<file path="config.mk">
export PLATFORM = sky130hd
export DESIGN_NAME = swm_ctrl
export DESIGN_NICKNAME = d
export VERILOG_FILES = /design/src/core/swm_pkg.sv /design/src/core/swm_ctrl.sv
export SDC_FILE = /design/constraint.sdc
export NUM_CORES = 1
export LEC_CHECK = 0
export BUFFER_PORTS_ARGS = -buffer_cell sky130_fd_sc_hd__buf_2
export CAP_MARGIN = 20
export CORE_ASPECT_RATIO = 0.5
export CORE_UTILIZATION = 48
export DETAILED_ROUTE_END_ITERATION = 10
export PLACE_DENSITY = 0.75
export REMOVE_ABC_BUFFERS = 1
export SLEW_MARGIN = 0
export SYNTH_ARGS = -nofsm -noshare
export SYNTH_HDL_FRONTEND = slang
export SYNTH_SLANG_ARGS = --single-unit
</file>
<file path="constraint.sdc">
create_clock -name clk -period 2.16 [get_ports clk]
set_input_delay 0.432 -clock clk [delete_from_list [all_inputs] [get_ports clk]]
set_output_delay 0.432 -clock clk [all_outputs]
set_load 0.05 [all_outputs]
</file>
<file path="src/core/swm_pkg.sv">
// constants, field layout and wire-mode type of the serial wire mode block
package swm_pkg;

    // ----------------------------------------------------------------
    // register offsets
    // ----------------------------------------------------------------
    localparam logic [2:0] ADDR_CTRL = 3'h0;
    localparam logic [2:0] ADDR_DATA = 3'h1;
    localparam logic [2:0] ADDR_CNT  = 3'h2;
    localparam logic [2:0] ADDR_PORT = 3'h3;
    localparam logic [2:0] ADDR_DIR  = 3'h4;

    // ----------------------------------------------------------------
    // control register fields
    // ----------------------------------------------------------------
    localparam int CTRL_IE_HI = 7;
    localparam int CTRL_IE_LO = 6;
    localparam int CTRL_WM_HI = 5;
    localparam int CTRL_WM_LO = 4;
    localparam int CTRL_CS_HI = 3;
    localparam int CTRL_CS_LO = 2;
    localparam int CTRL_CLK   = 1;
    localparam int CTRL_TGL   = 0;

    // ----------------------------------------------------------------
    // port and direction register bits
    // ----------------------------------------------------------------
    localparam int PIN_DO = 0;
    localparam int PIN_DI = 1;
    localparam int PIN_CK = 2;

    // ----------------------------------------------------------------
    // reset values
    // ----------------------------------------------------------------
    localparam logic [7:0] CTRL_RST = 8'h00;
    localparam logic [7:0] DATA_RST = 8'h00;
    localparam logic [3:0] CNT_RST  = 4'h0;
    localparam logic [2:0] PORT_RST = 3'h0;
    localparam logic [2:0] DIR_RST  = 3'h0;

    // ----------------------------------------------------------------
    // wire modes
    // ----------------------------------------------------------------
    typedef enum logic [1:0] {
        SWM_OFF      = 2'b00,
        SWM_THREE    = 2'b01,
        SWM_TWO      = 2'b10,
        SWM_TWO_HOLD = 2'b11
    } swm_wire_e;

    // two-wire decode from the mode msb; not called by the pin or hold logic
    function automatic logic swm_two_wire(input logic [1:0] wm);
        return wm[1];
    endfunction

endpackage

</file>
<file path="src/core/swm_ctrl.sv">
// wire mode, clock source select, data register, counter and pin drive
`timescale 1ns/10ps

// What this block does
// (RULE1) Wire mode zero: outputs, hold, start detector off; pins are port pins.
// (RULE2) Three-wire: serial data replaces port output bit; direction stays.
// (RULE3) Three-wire data pin as input: pull-up follows port output bit.
// (RULE4) Three-wire: data-in and clock pins keep plain port behaviour.
// (RULE5) Three-wire master software makes clock by toggling clock pin.
// (RULE6) Two-wire: both lines open collector, driver on only if direction set.
// (RULE7) Two-wire: data line pulled low if register bit or port bit zero.
// (RULE8) Two-wire: clock line pulled low if port bit zero or hold active.
// (RULE9) Two-wire: start hold keeps clock low until start flag cleared.
// (RULE10) Two-wire: plain port function of both lines disabled.
// (RULE11) Mode three also holds clock low from overflow until flag cleared.
// (RULE12) Inputs always work; register and counter clock in any mode.
// (RULE13) External clock: output changes on edge opposite to sampling.
// (RULE14) Strobe or timer clock: output latch transparent.
// (RULE15) Source zero: no clock or strobe; source one: timer match.
// (RULE16) External: shift on chosen edge; counter both edges or toggle.
// (RULE17) Clock strobe write shifts register once and steps counter.
// (RULE18) Strobe output same cycle; shifted bit is previous cycle's input.
// (RULE19) Clock strobe bit reads zero.
// (RULE20) Toggle strobe inverts clock pin port value; reads zero.
// (RULE21) Data output pin driven from register msb via output latch.
// (RULE22) Strobe under external or timer option does nothing.
module swm_ctrl #(
    parameter int CNT_W = 4
) (
    // clock and reset
    input  wire logic       clk,
    input  wire logic       reset_n,
    // register port
    input  wire logic [2:0] addr,
    input  wire logic [7:0] wr_data,
    input  wire logic       wr_en,
    input  wire logic       rd_en,
    output logic      [7:0] rd_data,
    // neighbouring logic
    input  wire logic       timer_match,
    input  wire logic       start_flag,
    input  wire logic       overflow_flag,
    output logic            start_detect_en,
    output logic            sda_level,
    output logic            scl_level,
    output logic            count_step,
    output logic            count_overflow,
    // data output pin
    output logic            do_o,
    output logic            do_oe,
    output logic            do_pullup,
    // data input / two-wire data pin
    input  wire logic       sda_i,
    output logic            sda_o,
    output logic            sda_oe,
    output logic            sda_pullup,
    // clock pin
    input  wire logic       scl_i,
    output logic            scl_o,
    output logic            scl_oe,
    output logic            scl_pullup
);

    // ----------------------------------------------------------------
    // registers
    // ----------------------------------------------------------------
    logic [7:0]       ctrl_q;
    logic [7:0]       dr_q;
    logic [7:0]       dr_d;
    logic [CNT_W-1:0] cnt_q;
    logic [2:0]       port_q;
    logic [2:0]       dir_q;
    logic             latch_q;
    logic [1:0]       sda_sync_q;
    logic [1:0]       scl_sync_q;
    logic             scl_prev_q;
    logic             di_prev_q;
    logic [2:0]       edge_arm_q;
    logic             scl_hold;

    logic [1:0]       wm;
    logic [1:0]       cs;
    logic             ext_clk;
    logic             wr_ctrl;
    logic             sw_strobe;
    logic             tgl_strobe;
    logic             scl_rise;
    logic             scl_fall;
    logic             shift_edge;
    logic             latch_edge;
    logic             do_shift;
    logic             do_count;
    logic             shift_in;

    // counter must fit the byte-wide register port
    if (CNT_W < 1 || CNT_W > 8) begin : g_bad_cnt_w
        $error("swm_ctrl: CNT_W must be 1..8");
    end

    assign wm      = ctrl_q[swm_pkg::CTRL_WM_HI:swm_pkg::CTRL_WM_LO];
    assign cs      = ctrl_q[swm_pkg::CTRL_CS_HI:swm_pkg::CTRL_CS_LO];
    assign ext_clk = cs[1];
    assign wr_ctrl = wr_en && (addr == swm_pkg::ADDR_CTRL);

    // ----------------------------------------------------------------
    // pin input synchronisers
    // ----------------------------------------------------------------
    // (RULE12) inputs sampled whatever the mode
    always_ff @(posedge clk) begin
        if (!reset_n) begin
            sda_sync_q <= 2'h3;
            scl_sync_q <= 2'h3;
            scl_prev_q <= 1'b1;
            di_prev_q  <= 1'b1;
            edge_arm_q <= 3'h0;
        end else begin
            sda_sync_q <= {sda_sync_q[0], sda_i};
            scl_sync_q <= {scl_sync_q[0], scl_i};
            scl_prev_q <= scl_sync_q[1];
            di_prev_q  <= sda_sync_q[1];
            edge_arm_q <= {edge_arm_q[1:0], 1'b1};
        end
    end

    assign sda_level = sda_sync_q[1];
    assign scl_level = scl_sync_q[1];
    // no false edge while the chain refills after reset
    assign scl_rise  = edge_arm_q[2] && scl_sync_q[1] && !scl_prev_q;
    assign scl_fall  = edge_arm_q[2] && !scl_sync_q[1] && scl_prev_q;

    // ----------------------------------------------------------------
    // clock source select
    // ----------------------------------------------------------------
    // (RULE17) strobe only with source field zero in the written value
    // (RULE22) no strobe effect under timer source
    assign sw_strobe = wr_ctrl && wr_data[swm_pkg::CTRL_CLK]
                       && (wr_data[swm_pkg::CTRL_CS_HI:swm_pkg::CTRL_CS_LO]
                           == 2'b00);
    assign tgl_strobe = wr_ctrl && wr_data[swm_pkg::CTRL_TGL];

    // (RULE16) shift edge chosen by low select bit
    assign shift_edge = cs[0] ? scl_fall : scl_rise;
    // (RULE13) latch moves on the edge opposite to sampling
    assign latch_edge = cs[0] ? scl_rise : scl_fall;

    // (RULE15) source decode; a strobe obeys the newly written field
    always_comb begin
        do_shift = 1'b0;
        do_count = 1'b0;
        shift_in = sda_sync_q[1];
        if (sw_strobe) begin
            // (RULE18) strobe shifts in previous cycle's input
            do_shift = 1'b1;
            do_count = 1'b1;
            shift_in = di_prev_q;
        end else if (ext_clk) begin
            do_shift = shift_edge;
            // (RULE16) counter on both edges or on toggle writes
            if (ctrl_q[swm_pkg::CTRL_CLK]) begin
                do_count = tgl_strobe;
            end else begin
                do_count = scl_rise || scl_fall;
            end
        end else if (cs[0]) begin
            do_shift = timer_match;
            do_count = timer_match;
        end
    end

    // ----------------------------------------------------------------
    // control register
    // ----------------------------------------------------------------
    // (RULE19) clock strobe bit kept as counter clock select only
    always_ff @(posedge clk) begin
        if (!reset_n) begin
            ctrl_q <= swm_pkg::CTRL_RST;
        end else if (wr_ctrl) begin
            ctrl_q <= {wr_data[7:2],
                       wr_data[swm_pkg::CTRL_CLK]
                       && wr_data[swm_pkg::CTRL_CS_HI],
                       1'b0};
        end
    end

    // ----------------------------------------------------------------
    // data register and output latch
    // ----------------------------------------------------------------
    // (RULE17) one left shift per clock, software write wins
    always_comb begin
        dr_d = dr_q;
        if (wr_en && (addr == swm_pkg::ADDR_DATA)) begin
            dr_d = wr_data;
        end else if (do_shift) begin
            dr_d = {dr_q[6:0], shift_in};
        end
    end

    always_ff @(posedge clk) begin
        if (!reset_n) begin
            dr_q <= swm_pkg::DATA_RST;
        end else begin
            dr_q <= dr_d;
        end
    end

    // (RULE21) output latch fed from the register msb
    // (RULE14) internal sources: latch follows next msb at once
    always_ff @(posedge clk) begin
        if (!reset_n) begin
            latch_q <= 1'b0;
        end else if (!ext_clk) begin
            latch_q <= dr_d[7];
        end else if (latch_edge) begin
            latch_q <= dr_q[7];
        end
    end

    // ----------------------------------------------------------------
    // counter
    // ----------------------------------------------------------------
    always_ff @(posedge clk) begin
        if (!reset_n) begin
            cnt_q <= CNT_W'(swm_pkg::CNT_RST);
        end else if (wr_en && (addr == swm_pkg::ADDR_CNT)) begin
            cnt_q <= wr_data[CNT_W-1:0];
        end else if (do_count) begin
            cnt_q <= cnt_q + 1'b1;
        end
    end

    always_ff @(posedge clk) begin
        if (!reset_n) begin
            count_step     <= 1'b0;
            count_overflow <= 1'b0;
        end else begin
            count_step     <= do_count;
            count_overflow <= do_count && (&cnt_q)
                              && !(wr_en && (addr == swm_pkg::ADDR_CNT));
        end
    end

    // ----------------------------------------------------------------
    // port output and direction bits
    // ----------------------------------------------------------------
    // (RULE20) toggle write inverts clock pin value, any direction
    always_ff @(posedge clk) begin
        if (!reset_n) begin
            port_q <= swm_pkg::PORT_RST;
        end else if (wr_en && (addr == swm_pkg::ADDR_PORT)) begin
            port_q <= wr_data[2:0];
        end else if (tgl_strobe) begin
            port_q[swm_pkg::PIN_CK] <= !port_q[swm_pkg::PIN_CK];
        end
    end

    always_ff @(posedge clk) begin
        if (!reset_n) begin
            dir_q <= swm_pkg::DIR_RST;
        end else if (wr_en && (addr == swm_pkg::ADDR_DIR)) begin
            dir_q <= wr_data[2:0];
        end
    end

    // ----------------------------------------------------------------
    // pin drive per wire mode
    // ----------------------------------------------------------------
    // (RULE9) start hold, (RULE11) overflow hold in hold mode
    assign scl_hold = start_flag
                      || ((wm == swm_pkg::SWM_TWO_HOLD) && overflow_flag);
    // (RULE1) start detector off with outputs disabled
    assign start_detect_en = (wm != swm_pkg::SWM_OFF);

    always_comb begin
        do_o       = port_q[swm_pkg::PIN_DO];
        do_oe      = dir_q[swm_pkg::PIN_DO];
        // (RULE3) input pull-up follows port bit
        do_pullup  = !dir_q[swm_pkg::PIN_DO] && port_q[swm_pkg::PIN_DO];
        sda_o      = port_q[swm_pkg::PIN_DI];
        sda_oe     = dir_q[swm_pkg::PIN_DI];
        sda_pullup = !dir_q[swm_pkg::PIN_DI] && port_q[swm_pkg::PIN_DI];
        scl_o      = port_q[swm_pkg::PIN_CK];
        scl_oe     = dir_q[swm_pkg::PIN_CK];
        scl_pullup = !dir_q[swm_pkg::PIN_CK] && port_q[swm_pkg::PIN_CK];
        unique case (swm_pkg::swm_wire_e'(wm))
            // (RULE1) plain port pins
            swm_pkg::SWM_OFF: begin
            end
            // (RULE2) serial data replaces port bit
            // (RULE4) data-in and clock pins untouched
            swm_pkg::SWM_THREE: begin
                do_o = latch_q;
            end
            // (RULE6) open collector, enabled by direction bit
            // (RULE10) port function of both lines off
            swm_pkg::SWM_TWO, swm_pkg::SWM_TWO_HOLD: begin
                sda_o      = 1'b0;
                scl_o      = 1'b0;
                sda_pullup = 1'b0;
                scl_pullup = 1'b0;
                // (RULE7) pull data low on either zero
                sda_oe = dir_q[swm_pkg::PIN_DI]
                         && (!latch_q || !port_q[swm_pkg::PIN_DI]);
                // (RULE8) pull clock low on port zero or hold
                scl_oe = dir_q[swm_pkg::PIN_CK]
                         && (!port_q[swm_pkg::PIN_CK] || scl_hold);
            end
        endcase
    end

    // ----------------------------------------------------------------
    // read port
    // ----------------------------------------------------------------
    // (RULE19) (RULE20) strobe bits read zero
    always_ff @(posedge clk) begin
        if (!reset_n) begin
            rd_data <= 8'h00;
        end else if (rd_en) begin
            unique case (addr)
                swm_pkg::ADDR_CTRL: rd_data <= {ctrl_q[7:2], 2'b00};
                swm_pkg::ADDR_DATA: rd_data <= dr_q;
                swm_pkg::ADDR_CNT:  rd_data <= 8'(cnt_q);
                swm_pkg::ADDR_PORT: rd_data <= {5'h00, port_q};
                swm_pkg::ADDR_DIR:  rd_data <= {5'h00, dir_q};
                default:            rd_data <= 8'h00;
            endcase
        end else begin
            rd_data <= 8'h00;
        end
    end

endmodule

</file>
==> flow_summary.yaml, run 1 <==
status:
  status: "completed"
timing:
  finalSetupTns_ns: 0
  hold_viol_final: 0
  setup_violations: 0
  finalWorstSetupSlack_ns: 0.294
  fmax_mhz: 536
  worst_pin_slew_ns: 0.514
  finalMaxSlewViolations: 0
  slew_headroom_pct: 65.5
  finalCriticalPeriod_ns: 1.87
  rsz0062_at_grt: "false"
  fin_worst_skew_ns: 0.00417
  period_share_pct: 86.4
clocking:
  clkSinkCount: 45
  cts.clk_slew.worst_paths_ns: 0.08
  cts_tree: "yes"
  clk_latency_ns: 0.30
  holdBufCountCts: 0
  root_buffer: "clkbuf_8"
  cts_setup_buffers: 0
  cts_resized: 0
  htreeDepth: 2
  cts_buffers: 5
  clockBufferDepth: 2
global_routing:
  track_usage_pct: 21.4
  grt_pass1_vias: 1452
  overflow: 0
  grt_max_degree: 24
  antenna_found_initial: 0
  grt_pass1_wl_mm: 7.12
drt:
  detail-route-antenna-nets: 0
  drtPass1Iterations: 4
  drtIter0Drc: 85
  finalWirelength_mm: 4.62
  wl_per_cell_um: 14.3
  drc: 0
  vias_per_cell: 5.41
  via_count: 1747
setup_path:
  crit_fanout: 8
  end_kind: "register"
  startpoint_type: "register"
  required_ns: 2.37
  path_class: "reg2reg"
  arrival_ns: 2.07
  r2r.worst_path.cells: 5
place:
  pre_cts_slack_ns: 0.00656
  dp_hpwl_mm: 3.29
  gp_congestion: 0.900
  place_area_um2: 2290
  port_buffers: 41
floorplanning:
  die_h_um: 47.9
  die_area_um2: 4500
  num_rows: 16
  chipWidth_um: 93.9
  start_util_pct: 51.1
  core_um2: 3960
  io_pins: 42
synth:
  syn_avg_cell_area_um2: 9.00
  synthCells: 225
  synth_cell_types: 42
  yosysTopAreaCellShare_pct: 44.5
  synth.area.top_cells: "dfxtp_1 44%, mux2i_1 11%, nand2_1 4.6%"
  yosysWarnings: 0
  synth_area_um2: 2030
  ys_ff_latch: 45
  synth_top_cell_by_area: "dfxtp_1"
  yosysSeqAreaShare_pct: 44.5
layout:
  fin_area_um2: 2400
  layout_common_cells: "45 x dfxtp_1, 41 x buf_2, 25 x nand2_1"
  fin_util_pct: 60.6
  final_common_cell: "dfxtp_1"
  area_growth_pct: 18.7
  antennaDiodeCount: 0
  nets: 289
  layout-drive-gt1-share_pct: 24.2
power:
  powerDensity_nw_per_um2: 707
  ir_drop_mv: 0.376
  p_leak_nw: 1.01
job:
  drv_cap: 0
min_path:
  hold_class: "in2reg"
  hold_depth: 2
-- synthesized netlist by cell type --
cell type	number
dfxtp_1	45
nor2_2	1
inv_1	5
a21oi_1	17
clkbuf_1	9
a21oi_4	1
a31oi_1	3
a22oi_1	2
clkinv_1	1
nor2b_1	6
buf_6	3
a211o_1	1
or3b_2	1
o221a_2	1
nor2_1	20
o21a_1	1
nand2b_1	9
and3_1	1
o22ai_1	4
mux4_1	1
and2b_1	1
xnor2_1	1
or4b_4	1
ha_1	1
xor2_1	3
nand4_1	1
o21ai_0	10
and2_1	5
a311oi_1	1
nor3_1	2
nand3b_1	1
mux2_2	3
nand2_1	25
o311ai_0	1
or2_2	1
nand3_1	6
nor4b_1	1
o31ai_1	2
or3_1	2
a211oi_1	2
mux2i_1	22
buf_1	1
-- logic make-up after synthesis --
family                     synth area share [%]
xor gates and xnor gates                   1.73
muxes                                      13.8
adders and majority gates                 0.618
DFF                                        44.5
AOI/OAI and AO/OA                          14.1
buffers and inverters                      4.63
and+or+nand+nor                            20.6
-- worst paths after layout --
path                                     from       endpoint  slack [ns]
worst max-delay path                ctrl_q[3]       cnt_q[3]        0.29
worst min-delay path                    sda_i  sda_sync_q[0]        0.31
worst max register to register      ctrl_q[3]       cnt_q[3]        0.29
worst min register to register  sda_sync_q[0]  sda_sync_q[1]        0.41
-- metal layers --
layer	vias up	global-route usage [%]	wire length, µm
met5	-	0	0
met4	0	5.54	40
met3	7	4.92	331
met2	59	34.9	2000
met1	812	29.3	2240
li1	869	-	-
-- worst max-delay path: stages, from the launching register on --
cell and delay [ns]:
dfxtp_1 0.46, nand2_1 0.15, o31ai_1 0.40, nor2_2 0.14
or3_1 0.36, a311oi_1 0.26
-- power by group --
group	switching (mW)	internal [mW]	leakage [nW]
Clock	0.284	0.377	0.0585
Sequential	0.0199	0.851	0.366
Combinational	0.103	0.0630	0.585
Total	0.407	1.29	1.01
-- metrics by stage --
step / total power [mW] / instances / hold slack, ns
2_1_floorplan: 0.982 / 212 / 0.386
3_3_place_gp: 1.05 / 315 / 0.390
3_5_place_dp: 1.05 / 315 / 0.397
4_1_cts: 1.71 / 323 / 0.309
5_1_grt: 1.77 / 323 / 0.309
6_report: 1.70 / 323 / 0.311
-- final cells by class --
cell class                 count  area [µm²]
clock buffer                   7        86.3
tap                           54        67.6
timing repair buffer          49         265
inverter                       6        22.5
multi-input combinational    161        1030
clock inverter                 1        30.0
sequential                    45         901
fill                         373        1560
-- registers in the layout, summed over array words and instances (netlist names) --
name / flops
count_overflow: 1
dr_q: 8
port_q: 3
ctrl_q: 7
edge_arm_q: 3
dir_q: 3
cnt_q: 4
count_step: 1
di_prev_q: 1
latch_q: 1
sda_sync_q: 2
rd_data: 8
scl_prev_q: 1
scl_sync_q: 2
(Power assumes the default switching activity.)
==> inputs of run 2 (changes only) <==
--- a/config.mk
+++ b/config.mk
@@ -5,12 +5,13 @@
 export SDC_FILE = /design/constraint.sdc
 export NUM_CORES = 1
 export LEC_CHECK = 0
+export ABC_AREA = 1
 export BUFFER_PORTS_ARGS = -buffer_cell sky130_fd_sc_hd__buf_2
 export CAP_MARGIN = 20
 export CORE_ASPECT_RATIO = 0.5
-export CORE_UTILIZATION = 48
+export CORE_UTILIZATION = 49
 export DETAILED_ROUTE_END_ITERATION = 10
-export PLACE_DENSITY = 0.75
+export PLACE_DENSITY = 0.76
 export REMOVE_ABC_BUFFERS = 1
 export SLEW_MARGIN = 0
 export SYNTH_ARGS = -nofsm -noshare
==> flow_summary.yaml, run 2 <==
floorplanning:
  num_rows: 16
  chipWidth_um: 93.9
  io_pins: 42
  die_h_um: 47.9
  start_util_pct: 52.2
  core_um2: 3960
  die_area_um2: 4500
status:
  status: "completed"
job:
  drv_cap: 0
synth:
  synth.area.top_cells: "dfxtp_1 44%, nand2_1 9.6%, inv_1 6.5%"
  synth_top_cell_by_area: "dfxtp_1"
  synth_ff_type: "dfxtp_1"
  synthCells: 267
  yosysSeqAreaShare_pct: 43.6
  yosysWarnings: 0
  yosysTopAreaCellShare_pct: 43.6
  syn_avg_cell_area_um2: 7.75
  yosysMostFrequentCell: "nand2_1"
  synth_area_um2: 2070
  ys_ff_latch: 45
  async_flop_share_pct: 0
  synth_edf_count: 0
  synth_cell_types: 36
  synthTopCellsByCount: "53 x nand2_1, 45 x dfxtp_1, 36 x inv_1"
setup_path:
  required_ns: 1.73
  end_kind: "output pin"
  path_class: "reg2out"
  r2r.worst_path.cells: 8
  reg2reg_to: "cnt_q[1]"
  startpoint: "ctrl_q[5]"
  worstReg2RegStart: "ctrl_q[3]"
  rrSetupSlack_ns: 0.64
  worstSetupEndpoint: "scl_oe"
  crit_fanout: 6
  arrival_ns: 1.58
  startpoint_type: "register"
layout:
  layout_common_cells: "53 x nand2_1, 45 x dfxtp_1, 41 x buf_2"
  nets: 336
  layout-drive-gt1-share_pct: 27.5
  final_common_cell: "nand2_1"
  final_cells: 370
  top_regs: "dr_q x8, rd_data x8, ctrl_q x7"
  area_growth_pct: 18.1
  antennaDiodeCount: 0
  n_fill_cell: 383
  fin_util_pct: 61.6
  fin_area_um2: 2440
global_routing:
  grt_max_degree: 16
  track_usage_pct: 23.0
  grt_pass1_vias: 1578
  grt_pass1_wl_mm: 7.62
  antenna_found_initial: 0
  overflow: 0
clocking:
  cts_buffers: 5
  htreeDepth: 2
  clkSinkCount: 45
  clk_latency_ns: 0.30
  cts_setup_buffers: 0
  holdBufCountCts: 0
  cts_tree: "yes"
  root_buffer: "clkbuf_8"
  cts.clk_slew.worst_paths_ns: 0.09
  clockBufferDepth: 2
  cts_resized: 0
power:
  power_frac_seq_pct: 54.4
  pwr-share-comb_pct: 12.2
  p_sw_uw: 457
  p_leak_nw: 1.13
  internal_power_mw: 1.14
  ir_drop_mv: 0.401
  p_total_mw: 1.59
  sw_frac_of_total_pct: 28.7
  powerDensity_nw_per_um2: 653
  power_frac_clock_pct: 33.5
drt:
  detail-route-antenna-nets: 0
  wl_per_cell_um: 13.9
  drtIter0Drc: 118
  drc: 0
  drtPass1Iterations: 5
  vias_per_cell: 5.22
  finalWirelength_mm: 5.13
  via_count: 1931
timing:
  finalWorstSetupSlack_ns: 0.152
  finalCriticalPeriod_ns: 2.01
  worst_pin_slew_ns: 0.350
  finalMaxSlewViolations: 0
  slew_headroom_pct: 76.1
  whs_ns: 0.314
  hold_viol_final: 0
  finalSetupTns_ns: 0
  rsz0062_at_grt: "false"
  setup_violations: 0
  fin_worst_skew_ns: 0.00755
  fmax_mhz: 498
  period_share_pct: 92.9
place:
  dp_hpwl_mm: 3.98
  pre_cts_slack_ns: 0.406
  placed_cells_incl_taps: 362
  place_area_um2: 2350
  gp_congestion: 0.850
  port_buffers: 41
min_path:
  hold_class: "in2reg"
## run 2: cell count changes after synthesis, sizes merged, moves of 6 or more
cell | before | now
o21ai | 10 | 17
inv | 5 | 38
a21oi | 18 | 24
clkbuf | 9 | 3
nand3 | 6 | 23
mux2i | 22 | 0
nand2 | 25 | 60
nor2b | 6 | 0
nand2b | 9 | 0
## run 2: area by class of cell
type | count | area, µm² | share of cell area (%)
tap | 54 | 67.6 | 2.77
clock inverter | 3 | 21.3 | 0.871
sequential | 45 | 901 | 36.9
multi-input combinational | 178 | 998 | 40.9
timing repair buffer | 44 | 228 | 9.32
inverter | 41 | 158 | 6.45
clock buffer | 5 | 68.8 | 2.82
## run 2: cell families after synthesis
family,synth area share [%]
flip-flops,43.6
adder cells (fa/ha/maj),0.605
AND/OR/NAND/NOR,30.1
AO/OA/AOI/OAI,16.7
XOR/XNOR,0.847
buffers and inverters,8.17
## run 2: per-layer routing
layer / part of all wire, % / global-route usage (%)
met5: 0 / 0
met4: 0.76 / 6.46
met2: 42 / 35.6
met3: 8.3 / 6.98
met1: 49 / 31.7
## run 2: power groups by stage
stage          logic, mW  clock network (mW)  registers (mW)
6_report           0.194               0.533           0.867
5_1_grt            0.209               0.579           0.869
4_1_cts            0.193               0.543           0.866
3_5_place_dp       0.192                   0           0.886
3_3_place_gp       0.188                   0           0.885
2_1_floorplan      0.112                   0           0.892
## run 2: critical path, cell delays in order (launching register included)
cell	delay (ns)
dfxtp_1	0.45
inv_1	0.15
a2111oi_0	0.39
nor2_1	0.07
buf_2	0.22
## run 2: how the worst min path moves through the flow
stage | start | endpoint | slack [ns] | cells after the start
final | sda_i | sda_sync_q[0] | 0.31 | 2
after global routing | scl_i | scl_sync_q[0] | 0.31 | 2
after CTS | sda_i | sda_sync_q[0] | 0.31 | 2
after detailed placement | scl_sync_q[0] | scl_sync_q[1] | 0.40 | 1
after global placement | sda_sync_q[0] | sda_sync_q[1] | 0.39 | 1
after floorplan | edge_arm_q[0] | edge_arm_q[1] | 0.39 | 2
==> inputs of run 3 (changes only) <==
--- a/config.mk
+++ b/config.mk
@@ -9,9 +9,9 @@
 export BUFFER_PORTS_ARGS = -buffer_cell sky130_fd_sc_hd__buf_2
 export CAP_MARGIN = 20
 export CORE_ASPECT_RATIO = 0.5
-export CORE_UTILIZATION = 49
+export CORE_UTILIZATION = 50
 export DETAILED_ROUTE_END_ITERATION = 10
-export PLACE_DENSITY = 0.76
+export PLACE_DENSITY = 0.75
 export REMOVE_ABC_BUFFERS = 1
 export SLEW_MARGIN = 0
 export SYNTH_ARGS = -nofsm -noshare
==> constraint.sdc (replaced) <==
create_clock -name clk -period 2.6 [get_ports clk]
set_input_delay 0.52 -clock clk [delete_from_list [all_inputs] [get_ports clk]]
set_output_delay 0.52 -clock clk [all_outputs]
set_load 0.05 [all_outputs]
==> flow_summary.yaml, run 3 (same netlist as run 2, synthesis figures left out) <==
status:
  status: "completed"
timing:
  fmax_mhz: 477
  period_share_pct: 80.6
  rsz0062_at_grt: "false"
  finalMaxSlewViolations: 0
  worst_pin_slew_ns: 0.602
  finalWorstSetupSlack_ns: 0.503
  finalSetupTns_ns: 0
  slew_headroom_pct: 59.8
  hold_viol_final: 0
  setup_violations: 0
  finalCriticalPeriod_ns: 2.10
  fin_worst_skew_ns: 0.00994
drt:
  detail-route-antenna-nets: 0
  drc: 0
  drtIter0Drc: 159
  finalWirelength_mm: 4.99
  vias_per_cell: 5.30
  drtPass1Iterations: 5
  wl_per_cell_um: 13.6
  via_count: 1949
global_routing:
  grt_pass1_vias: 1549
  antenna_found_initial: 0
  track_usage_pct: 22.9
  grt_pass1_wl_mm: 7.51
  overflow: 0
  grt_max_degree: 24
layout:
  area_growth_pct: 19.7
  n_fill_cell: 366
  antennaDiodeCount: 0
  top_regs: "dr_q x8, rd_data x8, ctrl_q x7"
  layout_common_cells: "53 x nand2_1, 45 x dfxtp_1, 41 x buf_2"
  layout-drive-gt1-share_pct: 27.1
  fin_area_um2: 2470
  nets: 334
  final_common_cell: "nand2_1"
  final_cells: 368
clocking:
  cts_setup_buffers: 0
  cts_tree: "yes"
  clk_latency_ns: 0.31
  htreeDepth: 2
  cts.clk_slew.worst_paths_ns: 0.09
  clockBufferDepth: 2
  clkSinkCount: 45
  holdBufCountCts: 0
  cts_buffers: 5
  cts_resized: 0
  root_buffer: "clkbuf_8"
power:
  p_leak_nw: 1.15
  powerDensity_nw_per_um2: 611
  ir_drop_mv: 0.299
floorplanning:
  num_rows: 16
  core_um2: 3920
  die_area_um2: 4410
  io_pins: 42
  chipWidth_um: 93.0
  die_h_um: 47.5
  start_util_pct: 52.7
setup_path:
  arrival_ns: 1.58
  startpoint: "ctrl_q[5]"
  path_class: "reg2out"
  worstReg2RegStart: "ctrl_q[3]"
  required_ns: 2.08
  startpoint_type: "register"
  end_kind: "output pin"
  crit_fanout: 6
place:
  pre_cts_slack_ns: 0.760
  port_buffers: 41
  gp_congestion: 0.908
  dp_hpwl_mm: 3.78
  place_area_um2: 2340
  placed_cells_incl_taps: 360
min_path:
  hp-start: "scl_i"
  hold_class: "in2reg"
job:
  drv_cap: 0
## run 3: cell count changes in the layout (fill, tap and decap cells not counted)
cell        before  now
buf_4            3    1
bufinv_16        0    2
clkinv_2         4    3
clkinvlp_4       1    0
## run 3: critical path: stages (launching register included)
cell and delay, ns:
dfxtp_1 0.44, inv_1 0.14, a2111oi_0 0.41, nor2_1 0.06, buf_2 0.22
## run 3: path summary, 6_finish.rpt
kind                   endpoint  slack, ns  depth (start not counted)
setup reg to reg       cnt_q[1]       1.03                          9
setup / recovery         scl_oe       0.50                          4
hold / removal    scl_sync_q[0]       0.40                          2
hold reg to reg   scl_sync_q[1]       0.42                          1
## run 3: power by group
| group | total [mW] | leakage [nW] | switching [mW] | internal, mW |
|---|---|---|---|---|
| sequential | 0.720 | 0.366 | 0.0129 | 0.707 |
| combinational | 0.158 | 0.713 | 0.114 | 0.0446 |
| clock | 0.634 | 0.0687 | 0.247 | 0.387 |
## run 3: stage by stage
step                      hold WS [ns]  power [mW]  util [%]
after floorplan                  0.390       0.834         -
after detailed placement         0.400       0.892      59.6
after global routing             0.406        1.57      63.1
after CTS                        0.396        1.52      63.1
after global placement           0.394       0.889      59.6
final                            0.400        1.51      63.1
## run 3: final cells by class
class	count	area, µm²	share of cell area (%)
clock buffer	5	68.8	2.78
clock inverter	3	68.8	2.78
inverter	41	158	6.37
multi-input combinational	178	998	40.3
sequential	45	901	36.4
tap	54	67.6	2.73
timing repair buffer	42	213	8.59
## run 3: routing by layer
metal / vias up / GRT usage [%] / part of all wire [%]
met3: 8 / 6.03 / 8.7
li1: 974 / - / -
met2: 90 / 34.4 / 42
met5: - / 0 / 0
met4: 0 / 6.15 / 1.2
met1: 877 / 33.1 / 48
